**src/core/ldf_pkg.sv**
```systemverilog
// Constants for the frame-one control/status logic of the load driver.
// Assumes a 200 MHz core clock and a 24-bit serial frame, MSB first.
package ldf_pkg;

   // Frame geometry
   localparam int FRAME_BITS      = 24;
   localparam int STAGES          = 17;
   localparam int OUTPUTS         = 11;

   // Control frame one fields
   localparam int CTRL_SELECT_BIT = 0;
   localparam int CTRL_PWM_LSB    = 1;
   localparam int CTRL_RECOV_LSB  = 12;
   localparam logic [23:0] CTRL_RESET = 24'h000000;

   // Status frame one fields
   localparam int STAT_NOERR_BIT  = 0;
   localparam int STAT_OL_LSB     = 1;
   localparam int STAT_MARK_BIT   = 23;
   localparam int STAT_ZERO_TOP   = 22;

   // Outputs gated from the second pulse input
   localparam int PWM_B_OUT_LO    = 9;
   localparam int PWM_B_OUT_HI    = 10;

   // Timing
   localparam int CLK_MHZ            = 200;
   localparam int OL_FILTER_US       = 1000;
   localparam int OL_FILTER_CYCLES   = OL_FILTER_US * CLK_MHZ;
   localparam int RECOV_SHORT_US     = 10;
   localparam int RECOV_LONG_US      = 20;
   localparam int RECOV_SHORT_CYCLES = RECOV_SHORT_US * CLK_MHZ;
   localparam int RECOV_LONG_CYCLES  = RECOV_LONG_US * CLK_MHZ;

   // Output number (1..11) driven by a stage (status bit = stage + 1)
   function automatic int stage_output(input int s);
      if (s < 10)
         return s / 2 + 1;
      else if (s == 10)
         return 6;
      else
         return s - 5;
   endfunction

endpackage

```
**src/core/ldf_filt_if.sv**
```systemverilog
// Carries open-load filter inputs and flags between control and bank.
// Assumes all signals are on the core clock.
`timescale 1ns/10ps
interface ldf_filt_if;
   logic [16:0] active;
   logic [16:0] below;
   logic [16:0] clear;
   logic [16:0] flag;

   modport bank (input active, input below, input clear, output flag);
   modport ctrl (output active, output below, output clear, input flag);
endinterface

```
**src/core/ldf_ol_bank.sv**
```systemverilog
// Open-load time filter, one counter per output stage.
// Assumes synchronised comparator levels and a one-cycle clear strobe.
`timescale 1ns/10ps
module ldf_ol_bank #(
   parameter int FILTER_CYCLES = ldf_pkg::OL_FILTER_CYCLES
) (
   // Clock and reset
   input  wire logic clk_i,
   input  wire logic rst_i,
   // Filter channel
   ldf_filt_if.bank  filt
);

   typedef struct packed {
      logic [16:0][17:0] cnt;
      logic [16:0]       flag;
   } ldf_bank_state_type;

   ldf_bank_state_type state_reg;
   ldf_bank_state_type state_next;

   localparam logic [17:0] LIMIT = 18'(FILTER_CYCLES);

   // Counter restarts whenever the current rises or the stage drops
   always_comb
   begin
      state_next = state_reg;
      for (int s = 0; s < ldf_pkg::STAGES; s++)
      begin
         if (!filt.active[s] || !filt.below[s])
            state_next.cnt[s] = 18'h00000;
         else if (state_reg.cnt[s] != LIMIT)
            state_next.cnt[s] = state_reg.cnt[s] + 18'h00001;
         // Set wins over a clear in the same cycle
         state_next.flag[s] = (state_reg.flag[s] & ~filt.clear[s])
                            | (state_next.cnt[s] == LIMIT);
      end
   end

   always_ff @(posedge clk_i)
   begin
      if (rst_i)
         state_reg <= '0;
      else
         state_reg <= state_next;
   end

   assign filt.flag = state_reg.flag;

endmodule

```
**src/core/ldf_frame_one.sv**
```systemverilog
// Frame-one control/status logic: serial slave, PWM gating, overcurrent
// recovery and open-load reporting. Assumes register-0 logic elsewhere
// supplies stage on bits, the duty bit and the frame-zero status word.
//
// Overview of operation
// - PWM-enabled switched-on output follows its pulse input
// - Outputs 9 and 10 use pulse input b
// - Open-load flag after 1 ms continuous low current
// - Status bits 17..1 map stages, high/low side
// - Status bit 0 is NOR of bits 1..22 of both status frames
// - Overcurrent sets flag and switches output off
// - Recovery re-enables after delay, duty from bit 21
// - Status bit 23 always reads one
`timescale 1ns/10ps
module ldf_frame_one #(
   parameter int OL_FILTER_CYCLES = ldf_pkg::OL_FILTER_CYCLES
) (
   // Clock and reset
   input  wire logic        clk_i,
   input  wire logic        rst_i,
   // Serial link from the master
   input  wire logic        spi_csn_n_i,
   input  wire logic        spi_sclk_i,
   input  wire logic        spi_mosi_i,
   output logic             spi_miso_o,
   output logic             spi_miso_oe_n_o,
   // Pulse inputs
   input  wire logic        pulse_input_a_i,
   input  wire logic        pulse_input_b_i,
   // Register-0 side
   input  wire logic [16:0] stage_on_i,
   input  wire logic        duty_select_i,
   input  wire logic [23:0] status_zero_word_i,
   output logic [16:0]      overcurrent_flag_o,
   // Output stage comparators
   input  wire logic [16:0] load_below_ol_i,
   input  wire logic [16:0] overcurrent_i,
   // Output stage gates
   output logic [16:0]      stage_gate_o
);

   typedef struct packed {
      logic              cs_s1;
      logic              cs_s2;
      logic              cs_d;
      logic              sck_s1;
      logic              sck_s2;
      logic              sck_d;
      logic              mosi_s1;
      logic              mosi_s2;
      logic [1:0]        pwm_s1;
      logic [1:0]        pwm_s2;
      logic [16:0]       uc_s1;
      logic [16:0]       uc_s2;
      logic [16:0]       ovc_s1;
      logic [16:0]       ovc_s2;
      logic [23:0]       shift_in;
      logic [23:0]       shift_out;
      logic [4:0]        bitcnt;
      logic              sel_one;
      logic [23:0]       ctrl;
      logic              miso;
      logic              miso_oe_n;
      logic [16:0]       tripped;
      logic [16:0]       ocflag;
      logic [16:0][11:0] rcnt;
      logic [16:0]       gate;
      logic [16:0]       ol_clear;
      logic [16:0]       ol_seen;
   } ldf_top_state_type;

   ldf_top_state_type state_reg;
   ldf_top_state_type state_next;

   localparam logic [4:0]  FULL_COUNT = 5'(ldf_pkg::FRAME_BITS);
   localparam logic [11:0] RECOV_SHORT =
      12'(ldf_pkg::RECOV_SHORT_CYCLES - 1);
   localparam logic [11:0] RECOV_LONG =
      12'(ldf_pkg::RECOV_LONG_CYCLES - 1);

   ldf_filt_if filt ();

   logic [23:0] status_one;
   logic [11:0] recov_limit;

   // Open-load filters per stage
   ldf_ol_bank #(
      .FILTER_CYCLES (OL_FILTER_CYCLES)
   ) u_bank (
      .clk_i (clk_i),
      .rst_i (rst_i),
      .filt  (filt)
   );

   // Filters watch stages that software has switched on and not tripped
   assign filt.active = stage_on_i & ~state_reg.tripped;
   assign filt.below  = state_reg.uc_s2;
   assign filt.clear  = state_reg.ol_clear;

   // Status frame one, built fresh at every frame start
   always_comb
   begin
      status_one = 24'h000000;
      status_one[ldf_pkg::STAT_MARK_BIT] = 1'b1;
      status_one[ldf_pkg::STAT_OL_LSB +: ldf_pkg::STAGES] =
         filt.flag;
      status_one[ldf_pkg::STAT_NOERR_BIT] =
         ~(|status_one[ldf_pkg::STAT_ZERO_TOP:1]
           | |status_zero_word_i[ldf_pkg::STAT_ZERO_TOP:1]);
   end

   // Duty bit picks the off time between retries
   assign recov_limit = duty_select_i ? RECOV_SHORT : RECOV_LONG;

   // Main next-state logic
   always_comb
   begin
      int o;
      logic pwm_src;
      o = 0;
      pwm_src = 1'b0;
      state_next = state_reg;

      // Two flops on every pin before use
      state_next.cs_s1   = spi_csn_n_i;
      state_next.cs_s2   = state_reg.cs_s1;
      state_next.cs_d    = state_reg.cs_s2;
      state_next.sck_s1  = spi_sclk_i;
      state_next.sck_s2  = state_reg.sck_s1;
      state_next.sck_d   = state_reg.sck_s2;
      state_next.mosi_s1 = spi_mosi_i;
      state_next.mosi_s2 = state_reg.mosi_s1;
      state_next.pwm_s1  = {pulse_input_b_i, pulse_input_a_i};
      state_next.pwm_s2  = state_reg.pwm_s1;
      state_next.uc_s1   = load_below_ol_i;
      state_next.uc_s2   = state_reg.uc_s1;
      state_next.ovc_s1  = overcurrent_i;
      state_next.ovc_s2  = state_reg.ovc_s1;
      state_next.ol_clear = 17'h00000;
      state_next.miso_oe_n = state_reg.cs_s2;

      // Serial frame: sample on rising, shift on falling clock edge
      if (state_reg.cs_d && !state_reg.cs_s2)
      begin
         state_next.shift_out = state_reg.sel_one ? status_one
                                                  : status_zero_word_i;
         state_next.miso   = state_next.shift_out[23];
         state_next.bitcnt = 5'h00;
         // Only flags shifted out now may be cleared at frame end
         state_next.ol_seen = filt.flag;
      end
      else if (!state_reg.cs_s2)
      begin
         if (state_reg.sck_s2 && !state_reg.sck_d)
         begin
            state_next.shift_in = {state_reg.shift_in[22:0],
                                   state_reg.mosi_s2};
            if (state_reg.bitcnt != 5'h1F)
               state_next.bitcnt = state_reg.bitcnt + 5'h01;
         end
         else if (!state_reg.sck_s2 && state_reg.sck_d)
         begin
            state_next.shift_out = {state_reg.shift_out[22:0], 1'b0};
            state_next.miso = state_reg.shift_out[22];
         end
      end
      else if (!state_reg.cs_d && state_reg.cs_s2)
      begin
         // Short or long frames are dropped whole
         if (state_reg.bitcnt == FULL_COUNT)
         begin
            if (state_reg.sel_one)
               state_next.ol_clear = state_reg.ol_seen;
            state_next.sel_one =
               state_reg.shift_in[ldf_pkg::CTRL_SELECT_BIT];
            if (state_reg.shift_in[ldf_pkg::CTRL_SELECT_BIT])
               state_next.ctrl = state_reg.shift_in;
         end
      end

      // Per stage: trip, recovery and gating
      for (int s = 0; s < ldf_pkg::STAGES; s++)
      begin
         o = ldf_pkg::stage_output(s);
         pwm_src = (o == ldf_pkg::PWM_B_OUT_LO || o == ldf_pkg::PWM_B_OUT_HI)
                 ? state_reg.pwm_s2[1] : state_reg.pwm_s2[0];
         if (!stage_on_i[s])
         begin
            state_next.tripped[s] = 1'b0;
            state_next.ocflag[s]  = 1'b0;
            state_next.rcnt[s]    = 12'h000;
         end
         else if (state_reg.tripped[s])
         begin
            // Without recovery the stage stays off until switched off
            if (state_reg.ctrl[ldf_pkg::CTRL_RECOV_LSB + o - 1])
            begin
               if (state_reg.rcnt[s] >= recov_limit)
               begin
                  state_next.tripped[s] = 1'b0;
                  state_next.rcnt[s]    = 12'h000;
               end
               else
                  state_next.rcnt[s] = state_reg.rcnt[s] + 12'h001;
            end
         end
         // Trip wins over any recovery in the same cycle
         if (stage_on_i[s] && state_reg.ovc_s2[s] && state_reg.gate[s])
         begin
            state_next.tripped[s] = 1'b1;
            state_next.ocflag[s]  = 1'b1;
            state_next.rcnt[s]    = 12'h000;
         end
         state_next.gate[s] = stage_on_i[s] & ~state_next.tripped[s]
            & (~state_reg.ctrl[ldf_pkg::CTRL_PWM_LSB + o - 1]
               | pwm_src);
      end
   end

   // State register
   always_ff @(posedge clk_i)
   begin
      if (rst_i)
      begin
         state_reg           <= '0;
         state_reg.cs_s1     <= 1'b1;
         state_reg.cs_s2     <= 1'b1;
         state_reg.cs_d      <= 1'b1;
         state_reg.miso_oe_n <= 1'b1;
         state_reg.ctrl      <= ldf_pkg::CTRL_RESET;
      end
      else
         state_reg <= state_next;
   end

   // Outputs straight from flops
   assign spi_miso_o         = state_reg.miso;
   assign spi_miso_oe_n_o    = state_reg.miso_oe_n;
   assign overcurrent_flag_o = state_reg.ocflag;
   assign stage_gate_o       = state_reg.gate;

endmodule

```
**config.mk**
```make
export PLATFORM = sky130hd
export DESIGN_NAME = ldf_frame_one
export DESIGN_NICKNAME = d
export VERILOG_FILES = /design/src/core/ldf_pkg.sv /design/src/core/ldf_filt_if.sv /design/src/core/ldf_ol_bank.sv /design/src/core/ldf_frame_one.sv
export SDC_FILE = /design/constraint.sdc
export NUM_CORES = 2
export LEC_CHECK = 0
export ABC_CLOCK_PERIOD_IN_PS = 4300
export BUFFER_PORTS_ARGS = -buffer_cell sky130_fd_sc_hd__buf_2
export CAP_MARGIN = 20
export CORE_MARGIN = 2
export CORE_UTILIZATION = 65
export CTS_CLUSTER_DIAMETER = 200
export DETAILED_ROUTE_END_ITERATION = 6
export PLACE_DENSITY = 0.92
export REMOVE_ABC_BUFFERS = 1
export SYNTH_ARGS = -nofsm -noshare
export SYNTH_HDL_FRONTEND = slang
export SYNTH_SLANG_ARGS = --single-unit
```
**constraint.sdc**
```tcl
create_clock -name clk_i -period 4.3 [get_ports clk_i]
set_input_delay 0.215 -clock clk_i [delete_from_list [all_inputs] [get_ports clk_i]]
set_output_delay 0.215 -clock clk_i [all_outputs]
set_load 0.1 [all_outputs]
```
==> impl.org <==
** Outcome
- Outcome :: finished clean

** Floorplanning
- Area of the core region :: roughly 0.055 sq mm
- In this run the vertical extent of the chip is 240 um.
- The die is 240 um wide.
- Area of the die :: 0.0575 sq mm
- Number of standard-cell rows in the floorplan :: 86
- Top-Level Pins :: 119
- Initial core utilization :: 65.7%

** Final layout
- Area growth syn-to-layout :: 11.3%
- Net total in the final layout :: 4,632
- Flip-flop count of the largest register, all copies and words added :: 333
- Utilization after layout :: 73.1%
- Fraction of final layout cells with drive strength greater than 1 :: 6.84%

** Timing
- The hold violation total from the final report came to 0.
- In the finished design, the share of the clock period the worst path needs comes to 65.3%.
- The worst pin sits at a relative slew slack of 38.8%.
- Setup violations remaining at the end of the flow were counted as 0.
- Counting I/O delays and the setup requirement, the final critical path takes 2.81 ns.
- Post-Route Skew :: 0.0254 ns
- For the pin with the worst max-slew slack, the measured transition is between 0.9 and 1 ns.
- The final-report max-slew violation count was 0.
- Across all setup checks in the final design, the least slack found is 1.49 ns.
- Setup tns final :: 0 ns
- Final hold analysis gives a worst-case slack of 0.0191 ns.
- Fmax achieved :: roughly 360 MHz
- Setup repair after global routing left no endpoint under its margin.

** CTS
- Buffers inserted during clock tree synthesis total 77.
- TritonCTS built the clock tree.
- After clock tree synthesis, the clock-pin slew on the worst setup and hold paths is 0.06 ns.
- At the later pin of the worst-skew pair, clock insertion delay measures 0.63 ns.
- The clock drives 767 sinks.
- Post-CTS Setup Bufs :: 0
- H-tree levels :: 3
- Longest Clk Path Bufs :: 3
- In this run the clock root is driven by a sky130_fd_sc_hd__clkbuf_16.

** Global route
- The via count of the first global-routing pass is 29,400.
- Final global-route overflow total :: 0
- Entering global routing, the biggest net connects a little under 80 pins.
- Wire length of the first global-routing pass :: approximately 140,000 um
- The number of antenna violations at the first check in global routing was 4.
- For this run, the total global-route usage over all layers was measured as 28.5%.

** Worst setup path
- Worst R2R Path Depth :: 8
- Along the worst path, the maximum fanout reaches 26.
- The worst setup path is captured at a flip-flop.
- Critical path start-end classification :: reg -> reg
- The most critical setup path has its endpoint at state_reg[321].
- For the worst setup path, the data required time is just under 5 ns.
- RR Endpoint :: state_reg[321]
- Endpoint arrival time on the critical path :: 3.38 ns
- Setup slack on the worst reg-to-reg path comes out at 1.49 ns.
- In this run the worst setup path begins at spi_miso_oe_n_o.
- The worst setup path is launched from a flip-flop.
- Startpoint of the most critical register-to-register path :: spi_miso_oe_n_o

** Synthesis
- Ranked by total cell area, the synthesized netlist is headed by sky130_fd_sc_hd__dfxtp_1 (43%), sky130_fd_sc_hd__nor2_1 (7.6%), sky130_fd_sc_hd__xor2_1 (7.0%).
- Total standard cell area after synthesis :: 0.0361 sq mm
- Post-synth EDFFs :: 0
- Syn Area/Cell :: 8.29 sq um
- Number of warnings printed during yosys synthesis :: 0
- Of the post-synthesis cell area, the dominant cell type holds 42.5%.
- In the synthesized netlist, the cells that appear most often are sky130_fd_sc_hd__dfxtp_1 (767), sky130_fd_sc_hd__nor2_1 (729), sky130_fd_sc_hd__nand2_1 (536).
- sky130_fd_sc_hd__dfxtp_1 takes more of the synthesized area than any other cell.
- After Yosys synthesis, full adders, half adders and majority gates account for between 3 and 4% of the synthesized area.
- Of the total synthesized cell area, the portion taken by XOR and XNOR cells is 11.6%.
- In this run, distinct cell masters in the synthesized netlist total 88.
- After technology mapping, the gate count stands at 4,354.
- The synthesized netlist devotes 7.80% of its cell area to compound gates.
- Counting flops with an async set or reset pin after synthesis yields a share of 0%.
- By instance count, the leading cell after synthesis is sky130_fd_sc_hd__dfxtp_1.
- After synthesis, the largest family of logic cells by area is simple AND/OR/NAND/NOR gates.
- The synthesized netlist devotes 29.8% of its cell area to simple gates.
- Number of synthesized register bits :: 767
- The most used flip-flop cell after synthesis is sky130_fd_sc_hd__dfxtp_1.
- After synthesis, flip-flops and latches occupy 42.5% of the total area.
- Share of cell area taken by muxes after synthesis :: 1.40%

** Drt
- The detail route stage leaves a number of antenna-violating nets equal to 0.
- After the first detailed-routing iteration, the DRC count stood at 2,449.
- After detailed routing, the average wire length per cell comes to 15.8 um.
- Total number of vias :: 30,700
- Before antenna repair, the detailed router went through 6 iterations.
- Total DRC errors in the routed layout :: 0
- For this block, the routed nets add up to 83,000 um of wire.
- Average via count per standard cell :: 5.84

** Run
- Max-cap violations in this run came to 0.

** Power
- Gate power share :: 3.1%
- Sw frac :: ~22%
- Summed over all cells, the static leakage comes to 13.9 nW.
- The share of total power dissipated in the clock network is 47.5%.
- Sequential cells burn 49.4% of the power.
- Power density cells :: 363 mW/mm^2
- Worst voltage drop across the vdd grid :: 0.340 mV
- Internal :: 0.0114 W
- Summed over all nets, the switching power comes to roughly 0.0032 W.

** Placement
- Prior to clock tree synthesis, the placed netlist has a worst setup slack of about 1.5 ns.
- Post-DP HPWL :: 53,500 um
- In this run the tool buffered the top-level ports with roughly 120 buffer cells.
- The congestion estimate from routability-driven global placement came to 0.901.

** Hold path
- Worst min-delay path category :: in -> reg
[layout make-up]
type | instances | area, sq um
multi-input cells | 3318 | 19600
flip-flops and latches | 767 | 15400
fillers | 3671 | 14800
clock buffers | 104 | 2200
repair buffers | 196 | 1360
well taps | 748 | 936
clock inverters | 34 | 424
inverters | 84 | 315
diodes | 1 | 2.50
[kinds of logic after synthesis]
logic type               count (synthesis)
XOR/XNOR                               478
AO/OA/AOI/OAI                          479
buffers and inverters                  269
flip-flops                             767
multiplexers                            50
AND/OR/NAND/NOR                       2204
adder cells (fa/ha/maj)                107
[through the flow]
step                      area [sq um]  cells  total power, W
final                            40200   5252          0.0146
after global routing             40200   5251          0.0150
after CTS                        40200   5249          0.0146
after detailed placement         36900   5048         0.00775
after global placement           36900   5048         0.00774
after floorplan                  35300   4169         0.00758
[power groups by stage]
stage | Clock (W) | Combinational [W] | Sequential, W
2_1_floorplan | 0 | 0.000155 | 0.00742
3_3_place_gp | 0 | 0.000386 | 0.00735
3_5_place_dp | 0 | 0.000396 | 0.00736
4_1_cts | 0.00701 | 0.000445 | 0.00720
5_1_grt | 0.00730 | 0.000490 | 0.00720
6_report | 0.00693 | 0.000455 | 0.00720
[cells in the final DEF (no fill, tap or decap), types with 20 or more instances in the layout]
cell type,Yosys,final
sky130_fd_sc_hd__dfxtp_1,767,767
sky130_fd_sc_hd__nor2_1,729,729
sky130_fd_sc_hd__nand2_1,536,536
sky130_fd_sc_hd__xor2_1,287,287
sky130_fd_sc_hd__a21oi_1,218,218
sky130_fd_sc_hd__xnor2_1,191,191
sky130_fd_sc_hd__nand3_1,176,176
sky130_fd_sc_hd__nand4_1,139,139
sky130_fd_sc_hd__buf_2,14,117
sky130_fd_sc_hd__nor2b_1,115,114
sky130_fd_sc_hd__ha_1,105,105
sky130_fd_sc_hd__o21ai_0,85,85
sky130_fd_sc_hd__inv_1,83,83
sky130_fd_sc_hd__nor3_1,84,83
sky130_fd_sc_hd__clkbuf_16,0,78
sky130_fd_sc_hd__and3_1,66,66
sky130_fd_sc_hd__dlygate4sd3_1,0,63
sky130_fd_sc_hd__nor4_1,58,58
sky130_fd_sc_hd__nand2b_1,52,52
sky130_fd_sc_hd__and2_1,49,49
sky130_fd_sc_hd__mux2i_1,46,46
sky130_fd_sc_hd__a31oi_1,39,39
sky130_fd_sc_hd__and4_1,37,37
sky130_fd_sc_hd__or3_1,34,34
sky130_fd_sc_hd__a211oi_1,20,20
[worst max-delay path, cell delays in order (launching register included)]
cell and delay [ns]:
sky130_fd_sc_hd__dfxtp_1 0.71, sky130_fd_sc_hd__buf_4 0.39, sky130_fd_sc_hd__nor2b_2 0.21, sky130_fd_sc_hd__buf_4 0.32, sky130_fd_sc_hd__nand4_1 0.15, sky130_fd_sc_hd__nor3_1 0.21, sky130_fd_sc_hd__a221oi_1 0.07, sky130_fd_sc_hd__nor2_1 0.12
sky130_fd_sc_hd__dlygate4sd3_1 0.56
[per-layer routing]
layer  GRT usage [%]  part of all wire [%]
met2            48.9                    48
met3            5.36                   6.1
met5               0                 0.052
met4            11.5                   3.4
met1            35.3                    43
[worst min path at each step]
stage / to / depth (start not counted) / from
after floorplan: state_reg[0] / 1 / rst_i
after global placement: state_next[289] / 1 / state_next[447]
after detailed placement: state_next[447] / 2 / spi_csn_n_i
after CTS: state_reg[340] / 2 / rst_i
after global routing: u_bank.state_reg[284] / 2 / rst_i
final: state_reg[383] / 2 / rst_i
[timing repair]
action | in CTS | in global routing
gates resized for setup | 0 | 0
endpoints found under the hold margin | 83 | 0
hold buffers | 63 | 0
Power figures use the tool's default switching activity.
